==> src/logic/lspc_pkg.sv <==
package lspc_pkg;

    // ------------------------------------------------------------
    // Channel geometry
    // ------------------------------------------------------------
    localparam int NUM_CH  = 16;
    localparam int GS_W    = 12;
    localparam int DC_W    = 6;
    localparam int GS_BITS = NUM_CH * GS_W;
    localparam int DC_BITS = NUM_CH * DC_W;

    // ------------------------------------------------------------
    // Reset values
    // ------------------------------------------------------------
    localparam logic [GS_W-1:0] GS_RESET          = 12'h000;
    localparam logic [DC_W-1:0] DC_RESET          = 6'h00;
    localparam logic [DC_W-1:0] DC_EEPROM_DEFAULT = 6'h3f;
    localparam logic [GS_W-1:0] PWM_CNT_RESET     = 12'h000;

    // ------------------------------------------------------------
    // Register offsets
    // ------------------------------------------------------------
    localparam logic [7:0] OFS_STATUS = 8'h00;
    localparam logic [7:0] OFS_CLEAR  = 8'h04;
    localparam logic [7:0] OFS_ENABLE = 8'h08;
    localparam logic [7:0] OFS_STATE  = 8'h0c;

    // ------------------------------------------------------------
    // Event bit positions, shared by status, clear and enable
    // ------------------------------------------------------------
    localparam int EV_OPEN_LED  = 0;
    localparam int EV_THERMAL   = 1;
    localparam int EV_GS_LATCH  = 2;
    localparam int EV_DC_LATCH  = 3;
    localparam int EV_EEPROM_WR = 4;
    localparam int EV_PWM_WRAP  = 5;
    localparam int EV_W         = 6;

    // ------------------------------------------------------------
    // State register field positions
    // ------------------------------------------------------------
    localparam int STATE_CNT_POS   = 0;
    localparam int STATE_MODE_POS  = 16;
    localparam int STATE_BLANK_POS = 20;

    // ------------------------------------------------------------
    // Level codes of the three-level mode pin
    // ------------------------------------------------------------
    localparam logic [1:0] MODE_PIN_GROUND = 2'h0;
    localparam logic [1:0] MODE_PIN_SUPPLY = 2'h1;
    localparam logic [1:0] MODE_PIN_PROG   = 2'h2;

    typedef enum logic [2:0] {
        LSPC_MODE_GS   = 3'b001,
        LSPC_MODE_DC   = 3'b010,
        LSPC_MODE_PROG = 3'b100
    } lspc_mode_type;

    typedef struct packed {
        logic       force_off;
        logic       latch;
        logic       shift_clk;
        logic       serial_in;
        logic       pwm_clk;
        logic       dc_source;
        logic [1:0] mode_pin;
        logic       open_led;
        logic       thermal;
    } lspc_pins_type;

endpackage

==> src/logic/lspc_top.sv <==
// The implementer's own choices: the address map and the address-and-strobe port.
`timescale 1ns/1ps


module lspc_top (
    input  wire logic        clk_i,
    input  wire logic        rst_i,
    input  wire logic        output_force_off_i,
    input  wire logic        register_latch_strobe_i,
    input  wire logic        serial_shift_clock_i,
    input  wire logic        serial_in_pin_i,
    input  wire logic        pwm_reference_clock_i,
    input  wire logic        dot_correction_source_select_i,
    input  wire logic [1:0]  mode_program_select_i,
    input  wire logic        open_led_detect_i,
    input  wire logic        thermal_error_flag_i,
    input  wire logic [7:0]  reg_addr_i,
    input  wire logic [31:0] reg_wdata_i,
    input  wire logic        reg_write_i,
    input  wire logic        reg_read_i,
    output logic      [31:0] reg_rdata_o,
    output logic             irq_o,
    output logic             serial_out_pin_o,
    output logic      [15:0] channel_sink_output_o,
    output logic      [95:0] dot_correction_scale_o,
    output logic             error_flag_output_o,
    output logic             error_flag_output_oe_n_o
);

    // ------------------------------------------------------------
    // Helpers
    // ------------------------------------------------------------
    function automatic logic [lspc_pkg::GS_W-1:0] gs_slice(input logic [lspc_pkg::GS_BITS-1:0] v,
                                                         input int ch);
        gs_slice = v[ch*lspc_pkg::GS_W +: lspc_pkg::GS_W];
    endfunction

    function automatic logic [lspc_pkg::DC_W-1:0] dc_slice(input logic [lspc_pkg::DC_BITS-1:0] v,
                                                         input int ch);
        dc_slice = v[ch*lspc_pkg::DC_W +: lspc_pkg::DC_W];
    endfunction

    // ------------------------------------------------------------
    // Pin synchronisation
    // ------------------------------------------------------------
    lspc_pkg::lspc_pins_type pins_raw;
    lspc_pkg::lspc_pins_type pins;

    assign pins_raw.force_off = output_force_off_i;
    assign pins_raw.latch     = register_latch_strobe_i;
    assign pins_raw.shift_clk = serial_shift_clock_i;
    assign pins_raw.serial_in = serial_in_pin_i;
    assign pins_raw.pwm_clk   = pwm_reference_clock_i;
    assign pins_raw.dc_source = dot_correction_source_select_i;
    assign pins_raw.mode_pin  = mode_program_select_i;
    assign pins_raw.open_led  = open_led_detect_i;
    assign pins_raw.thermal   = thermal_error_flag_i;

    lspc_sync #(
        .WIDTH ($bits(lspc_pkg::lspc_pins_type))
    ) u_sync (
        .clk_i (clk_i),
        .rst_i (rst_i),
        .d_i   (pins_raw),
        .q_o   (pins)
    );

    // ------------------------------------------------------------
    // Edge detection on the synchronised clocks
    // ------------------------------------------------------------
    // Both link clocks are sampled by clk_i, so each must stay high and low
    // for at least two clk_i periods for an edge to be seen.
    logic shift_clk_q;
    logic pwm_clk_q;
    logic open_led_q;
    logic thermal_q;
    logic shift_rise;
    logic pwm_rise;

    always_ff @(posedge clk_i) begin
        if (rst_i) begin
            shift_clk_q <= 1'b0;
            pwm_clk_q   <= 1'b0;
            open_led_q  <= 1'b0;
            thermal_q   <= 1'b0;
        end else begin
            shift_clk_q <= pins.shift_clk;
            pwm_clk_q   <= pins.pwm_clk;
            open_led_q  <= pins.open_led;
            thermal_q   <= pins.thermal;
        end
    end

    assign shift_rise = pins.shift_clk & ~shift_clk_q;
    assign pwm_rise   = pins.pwm_clk & ~pwm_clk_q;

    // ------------------------------------------------------------
    // Mode decode
    // ------------------------------------------------------------
    lspc_pkg::lspc_mode_type mode;

    always_comb begin
        unique case (pins.mode_pin)
            lspc_pkg::MODE_PIN_GROUND: mode = lspc_pkg::LSPC_MODE_GS;
            lspc_pkg::MODE_PIN_SUPPLY: mode = lspc_pkg::LSPC_MODE_DC;
            lspc_pkg::MODE_PIN_PROG:   mode = lspc_pkg::LSPC_MODE_PROG;
            // The unused level code is taken as ground, the safest mode.
            default:                   mode = lspc_pkg::LSPC_MODE_GS;
        endcase
    end

    // ------------------------------------------------------------
    // Input shift register
    // ------------------------------------------------------------
    logic [lspc_pkg::GS_BITS-1:0] shift_reg;

    always_ff @(posedge clk_i) begin
        if (rst_i) begin
            shift_reg <= '0;
        end else if (shift_rise) begin
            shift_reg <= {shift_reg[lspc_pkg::GS_BITS-2:0], pins.serial_in};
        end
    end

    // The cascade tap sits at the end of the frame that the mode uses, so
    // a chain of devices sees the correct bit count per device.
    always_ff @(posedge clk_i) begin
        if (rst_i) begin
            serial_out_pin_o <= 1'b0;
        end else if (mode == lspc_pkg::LSPC_MODE_GS) begin
            serial_out_pin_o <= shift_reg[lspc_pkg::GS_BITS-1];
        end else begin
            serial_out_pin_o <= shift_reg[lspc_pkg::DC_BITS-1];
        end
    end

    // ------------------------------------------------------------
    // Grayscale and dot correction registers
    // ------------------------------------------------------------
    logic [lspc_pkg::GS_BITS-1:0] gs_reg;
    logic [lspc_pkg::DC_BITS-1:0] dc_reg;
    logic                         gs_load;
    logic                         dc_load;

    assign gs_load = pins.latch & (mode == lspc_pkg::LSPC_MODE_GS);
    assign dc_load = pins.latch & (mode != lspc_pkg::LSPC_MODE_GS);

    always_ff @(posedge clk_i) begin
        if (rst_i) begin
            gs_reg <= {lspc_pkg::NUM_CH{lspc_pkg::GS_RESET}};
        end else if (gs_load) begin
            gs_reg <= shift_reg;
        end
    end

    always_ff @(posedge clk_i) begin
        if (rst_i) begin
            dc_reg <= {lspc_pkg::NUM_CH{lspc_pkg::DC_RESET}};
        end else if (dc_load) begin
            dc_reg <= shift_reg[lspc_pkg::DC_BITS-1:0];
        end
    end

    // ------------------------------------------------------------
    // EEPROM image
    // ------------------------------------------------------------
    // Held in flip-flops, so the stored image is lost at rst_i; a real
    // nonvolatile cell would keep it.
    logic [lspc_pkg::DC_BITS-1:0] eeprom;
    logic                         eeprom_write;

    assign eeprom_write = (mode == lspc_pkg::LSPC_MODE_PROG) & pins.dc_source;

    always_ff @(posedge clk_i) begin
        if (rst_i) begin
            eeprom <= {lspc_pkg::NUM_CH{lspc_pkg::DC_EEPROM_DEFAULT}};
        end else if (eeprom_write) begin
            eeprom <= dc_reg;
        end
    end

    always_ff @(posedge clk_i) begin
        if (rst_i) begin
            dot_correction_scale_o <= {lspc_pkg::NUM_CH{lspc_pkg::DC_EEPROM_DEFAULT}};
        end else begin
            for (int ch = 0; ch < lspc_pkg::NUM_CH; ch++) begin
                if (pins.dc_source) begin
                    dot_correction_scale_o[ch*lspc_pkg::DC_W +: lspc_pkg::DC_W] <= dc_slice(dc_reg, ch);
                end else begin
                    dot_correction_scale_o[ch*lspc_pkg::DC_W +: lspc_pkg::DC_W] <= dc_slice(eeprom, ch);
                end
            end
        end
    end

    // ------------------------------------------------------------
    // Grayscale PWM
    // ------------------------------------------------------------
    logic [lspc_pkg::GS_W-1:0] pwm_cnt;
    logic                      pwm_wrap;

    assign pwm_wrap = pwm_rise & (&pwm_cnt) & ~pins.force_off;

    always_ff @(posedge clk_i) begin
        if (rst_i) begin
            pwm_cnt <= lspc_pkg::PWM_CNT_RESET;
        end else if (pins.force_off) begin
            pwm_cnt <= lspc_pkg::PWM_CNT_RESET;
        end else if (pwm_rise) begin
            pwm_cnt <= pwm_cnt + 12'h001;
        end
    end

    always_ff @(posedge clk_i) begin
        if (rst_i) begin
            channel_sink_output_o <= '0;
        end else begin
            for (int ch = 0; ch < lspc_pkg::NUM_CH; ch++) begin
                if (pins.force_off) begin
                    channel_sink_output_o[ch] <= 1'b0;
                end else begin
                    channel_sink_output_o[ch] <= (pwm_cnt < gs_slice(gs_reg, ch));
                end
            end
        end
    end

    // ------------------------------------------------------------
    // Error output
    // ------------------------------------------------------------
    // The pad only ever drives low, so the data flop stays at zero and the
    // fault level goes out through the enable alone.
    always_ff @(posedge clk_i) begin
        if (rst_i) begin
            error_flag_output_o      <= 1'b0;
            error_flag_output_oe_n_o <= 1'b1;
        end else begin
            error_flag_output_o      <= 1'b0;
            error_flag_output_oe_n_o <= ~(pins.open_led | pins.thermal);
        end
    end

    // ------------------------------------------------------------
    // Event status, enable and interrupt
    // ------------------------------------------------------------
    logic [lspc_pkg::EV_W-1:0] events;
    logic [lspc_pkg::EV_W-1:0] status;
    logic [lspc_pkg::EV_W-1:0] enable;
    logic [lspc_pkg::EV_W-1:0] clear_req;
    logic                      gs_load_q;
    logic                      dc_load_q;
    logic                      eeprom_write_q;

    always_ff @(posedge clk_i) begin
        if (rst_i) begin
            gs_load_q      <= 1'b0;
            dc_load_q      <= 1'b0;
            eeprom_write_q <= 1'b0;
        end else begin
            gs_load_q      <= gs_load;
            dc_load_q      <= dc_load;
            eeprom_write_q <= eeprom_write;
        end
    end

    always_comb begin
        events                           = '0;
        events[lspc_pkg::EV_OPEN_LED]    = pins.open_led & ~open_led_q;
        events[lspc_pkg::EV_THERMAL]     = pins.thermal & ~thermal_q;
        events[lspc_pkg::EV_GS_LATCH]    = gs_load & ~gs_load_q;
        events[lspc_pkg::EV_DC_LATCH]    = dc_load & ~dc_load_q;
        events[lspc_pkg::EV_EEPROM_WR]   = eeprom_write & ~eeprom_write_q;
        events[lspc_pkg::EV_PWM_WRAP]    = pwm_wrap;
    end

    assign clear_req = (reg_write_i && reg_addr_i == lspc_pkg::OFS_CLEAR) ?
                       reg_wdata_i[lspc_pkg::EV_W-1:0] : '0;

    // A new event in the same cycle as its clear keeps the bit set.
    always_ff @(posedge clk_i) begin
        if (rst_i) begin
            status <= '0;
        end else begin
            status <= (status & ~clear_req) | events;
        end
    end

    always_ff @(posedge clk_i) begin
        if (rst_i) begin
            enable <= '0;
        end else if (reg_write_i && reg_addr_i == lspc_pkg::OFS_ENABLE) begin
            enable <= reg_wdata_i[lspc_pkg::EV_W-1:0];
        end
    end

    always_ff @(posedge clk_i) begin
        if (rst_i) begin
            irq_o <= 1'b0;
        end else begin
            irq_o <= |(((status & ~clear_req) | events) & enable);
        end
    end

    // ------------------------------------------------------------
    // Register read port
    // ------------------------------------------------------------
    always_ff @(posedge clk_i) begin
        if (rst_i) begin
            reg_rdata_o <= '0;
        end else begin
            reg_rdata_o <= '0;
            if (reg_read_i) begin
                unique case (reg_addr_i)
                    lspc_pkg::OFS_STATUS: begin
                        reg_rdata_o[lspc_pkg::EV_W-1:0] <= status;
                    end
                    lspc_pkg::OFS_ENABLE: begin
                        reg_rdata_o[lspc_pkg::EV_W-1:0] <= enable;
                    end
                    lspc_pkg::OFS_STATE: begin
                        reg_rdata_o[lspc_pkg::STATE_CNT_POS +: lspc_pkg::GS_W] <= pwm_cnt;
                        reg_rdata_o[lspc_pkg::STATE_MODE_POS +: 3]             <= mode;
                        reg_rdata_o[lspc_pkg::STATE_BLANK_POS]                 <= pins.force_off;
                    end
                    default: begin
                        reg_rdata_o <= '0;
                    end
                endcase
            end
        end
    end

endmodule // lspc_top

==> src/logic/lspc_sync.sv <==
`timescale 1ns/1ps

module lspc_sync #(
    parameter int WIDTH = 1
) (
    input  wire logic             clk_i,
    input  wire logic             rst_i,
    input  wire logic [WIDTH-1:0] d_i,
    output logic      [WIDTH-1:0] q_o
);

    // ------------------------------------------------------------
    // Two-stage synchroniser
    // ------------------------------------------------------------
    // The first stage feeds only the second one; nothing else may look at it.
    logic [WIDTH-1:0] meta;

    always_ff @(posedge clk_i) begin
        if (rst_i) begin
            meta <= '0;
            q_o  <= '0;
        end else begin
            meta <= d_i;
            q_o  <= meta;
        end
    end

endmodule // lspc_sync

==> config.mk <==
export PLATFORM = sky130hd
export DESIGN_NAME = lspc_top
export DESIGN_NICKNAME = d
export VERILOG_FILES = /design/src/logic/lspc_pkg.sv /design/src/logic/lspc_top.sv /design/src/logic/lspc_sync.sv
export SDC_FILE = /design/constraint.sdc
export NUM_CORES = 2
export LEC_CHECK = 0
export ABC_CLOCK_PERIOD_IN_PS = 2550
export BUFFER_PORTS_ARGS = -buffer_cell sky130_fd_sc_hd__clkbuf_2
export CAP_MARGIN = 5
export CORE_MARGIN = 8
export CORE_UTILIZATION = 60
export CTS_CLUSTER_DIAMETER = 120
export DETAILED_ROUTE_END_ITERATION = 7
export PLACE_DENSITY = 0.79
export SYNTH_ARGS = -nofsm -noshare
export SYNTH_HDL_FRONTEND = slang
export SYNTH_SLANG_ARGS = --single-unit
export TNS_END_PERCENT = 20
==> constraint.sdc <==
create_clock -name clk_i -period 2.55 [get_ports clk_i]
set_input_delay 0.255 -clock clk_i [delete_from_list [all_inputs] [get_ports clk_i]]
set_output_delay 0.255 -clock clk_i [all_outputs]
set_load 0.05 [all_outputs]
==> impl_metrics.json <==
{
  "antenna_cells": 0,
  "worst_pin_slew_ns": 1.003,
  "tns_ns": 0,
  "cts_root_buf": "clkbuf_16",
  "firstDrtPassIters": 8,
  "path_class": "flip-flop to flip-flop",
  "leakage_uw": 0.01295,
  "cts_sinks": 758,
  "status": "finished, final reports clean",
  "ioPinCount": 202,
  "drt_iter0_markers": 1872,
  "synth_edf_count": 0,
  "required_ns": 3.02,
  "vias": 24437,
  "drive_above_1_share_pct": 9.225,
  "post-dp-hpwl_mm": 41.67,
  "antenna_found_initial": 0,
  "synth-xor-area-share_pct": 0.2599,
  "totalWireLength_mm": 69.09,
  "die_area_um2": 58000,
  "critPathTopFamily": "compound AO/OA/AOI/OAI gates",
  "cp.arrival_ns": 2.72,
  "gp_congestion": 0.8346,
  "path_buf_inv": 1,
  "stdcell_count": 4477,
  "io_buffers": 158,
  "die_y_um": 240.8,
  "syn2layout_area_growth_pct": 14.01,
  "grt_usage_pct": 23.64,
  "fillers": 3957,
  "num-nets-final": 3982,
  "wl_per_cell_um": 15.43,
  "end_kind": "flip-flop",
  "initial_core_util_pct": 60.57,
  "grt_first_pass_wirelength_mm": 114.4,
  "whs_ns": 0.1165,
  "ant_nets": 0,
  "postLayoutCellArea_um2": 34580,
  "worstHoldStart": "reg_read_i",
  "worstSkewPairLatency_ns": 0.62,
  "synth_compound_area_share_pct": 12.32,
  "ys_types": 43,
  "hold_class": "primary input to flip-flop",
  "cpMaxStageDelayCell": "a2111oi_0",
  "synthAdderAreaFrac_pct": 7.426,
  "overflow": 0,
  "muxShareOfSynthArea_pct": 3.631,
  "synthFlopType": "dfxtp_1",
  "yosys.area.top_type_share_pct": 50.04,
  "synth_top_family_by_area": "simple AND/OR/NAND/NOR gates",
  "synth.largest_area_cell": "dfxtp_1",
  "crit_fanout": 14,
  "utilization_pct": 69.06,
  "fin_skew_ns": 0.01853,
  "cp-start-kind": "flip-flop",
  "pwr_density_cell_nw_per_um2": 707.5,
  "synth_area_leaders": "dfxtp_1 (50%), nand2_1 (14%), a21oi_1 (8.4%)",
  "slew_headroom_pct": 33.12,
  "r2r_end": "channel_sink_output_o[3]$_SDFF_PP0_",
  "finalCriticalPeriod_ns": 2.253,
  "cp_slowest_stage_delay_ns": 0.49,
  "syn_area_um2": 30330,
  "placed_cell_area_um2": 31780,
  "clk_pin_slew_ns": 0.06,
  "cts_tree": "built",
  "seq_area_frac_synth_pct": 50.04,
  "min_to": "reg_rdata_o[4]$_SDFF_PP0_",
  "final_common_cell": "nand2_1",
  "rsz0062_at_grt": "no",
  "reg2reg_depth": 7,
  "syn_inst": 3672,
  "cap_violations": 0,
  "cts_max_level": 3,
  "yosys_warnings": 0,
  "route.detailed.drc": 0,
  "ys_async_sr_fraction_pct": 0,
  "cts_inserted_buffers": 75,
  "worstReg2RegStart": "pwm_cnt[5]$_SDFFE_PP0N_",
  "final_cell_mix": "nand2_1 (1161), dfxtp_1 (757), a21oi_1 (508), nand3_1 (197), ha_1 (179)",
  "dp.cells": 4322,
  "coreArea_um2": 50070,
  "crit_chain": "buf_4 -> ha_1 -> a21o_1 -> a21o_1 -> a211oi_1 -> o21ai_0 -> a2111oi_0",
  "clk_path_buf_depth": 3,
  "post_cts_buffers": 0,
  "setup_violations": 0,
  "rrSetupSlack_ns": 0.30,
  "vias_per_cell": 5.458,
  "grt_pass1_vias": 22931,
  "hold_viol": 0,
  "synthSimpleGateAreaFrac_pct": 20.72,
  "grt_max_degree": 193,
  "avgSynthCellArea_um2": 8.259,
  "slew_violations": 0,
  "timing.fmax_ghz": 0.4439,
  "hold_depth": 3,
  "ys_ff_latch": 758,
  "cp_common_cell": "a21o_1",
  "rows": 82,
  "fin_crit_sh_pct": 88.35,
  "fp.dieW_um": 240.8,
  "irDropWorstVdd_v": 0.0005643
}
worst reg2reg max path, stage by stage, from the launching register on:
cell and delay, ns:
dfxtp_1 0.33, buf_4 0.29, ha_1 0.30, a21o_1 0.18, a21o_1 0.17, a211oi_1 0.21
o21ai_0 0.14, a2111oi_0 0.49
metrics by stage:
stage / setup WS [ns] / total power, uW
detailed placement: 0.2483 / 13240
global placement: 0.2559 / 13240
floorplan: 0.4916 / 12980
CTS: 0.2759 / 24650
global route: 0.2369 / 25260
finish: 0.2971 / 24460
synth_stat cells, types with 30 or more instances:
library cell and instances:
o21ai_0 40, buf_1 30, clkbuf_1 206, nand2_1 1163, inv_1 178, mux2i_1 110, ha_1 180, a21oi_1 508
nor2b_1 51, dfxtp_1 758, nand3_1 197, a21o_1 48, a211oi_1 32, nor2_1 38
routing by layer:
layer  routed length [um]  track usage [%]  vias up  part of all wire [%]
li1                     -                -    12197                     -
met1                30670            31.05    11456                    44
met2                32190            38.80      639                    47
met3                 4079            4.064      145                   5.9
met4                 2149            8.935        0                   3.1
met5                    0                0        -                     0
cell families (layout without fill, tap and decap cells):
group / Yosys count / count (layout)
and+or+nand+nor: 1512 / 1512
DFF: 758 / 758
AOI/OAI and AO/OA: 669 / 669
buffers and inverters: 433 / 550
adders and majority gates: 180 / 180
muxes: 110 / 110
xor gates and xnor gates: 9 / 9
other: 1 / 17
final cells by class:
cell class / instances / area [um^2] / share of cell area [%]
inverters: 179 / 676.9 / 1.958
clock buffers: 105 / 2172 / 6.282
well taps: 672 / 840.8 / 2.432
repair buffers: 237 / 1722 / 4.979
flip-flops and latches: 758 / 15180 / 43.90
multi-input cells: 2497 / 13580 / 39.27
clock inverters: 29 / 409.1 / 1.183
timing repair:
item,in CTS,in global routing
hold buffers,21,0
gates resized for setup,0,0
hold endpoints to repair,41,0
worst max-delay path by stage:
stage	startpoint	end	slack, ns	cells past startpoint
after floorplan	pwm_cnt[5]$_SDFFE_PP0N_	channel_sink_output_o[0]$_SDFF_PP0_	0.49	6
after global placement	reg_addr_i[1]	irq_o$_SDFF_PP0_	0.26	6
after detailed placement	reg_addr_i[1]	irq_o$_SDFF_PP0_	0.25	6
after CTS	pwm_cnt[5]$_SDFFE_PP0N_	channel_sink_output_o[3]$_SDFF_PP0_	0.28	7
after global routing	pwm_cnt[5]$_SDFFE_PP0N_	channel_sink_output_o[13]$_SDFF_PP0_	0.24	7
final	pwm_cnt[5]$_SDFFE_PP0N_	channel_sink_output_o[3]$_SDFF_PP0_	0.30	7
where the power goes:
part	internal, uW	leakage (uW)	switching [uW]
sequential	11900	0.00613	40.2
clock	6880	0.00127	4580
combinational	246	0.00555	792
total	19100	0.0129	5410
(Power assumes the default switching activity.)
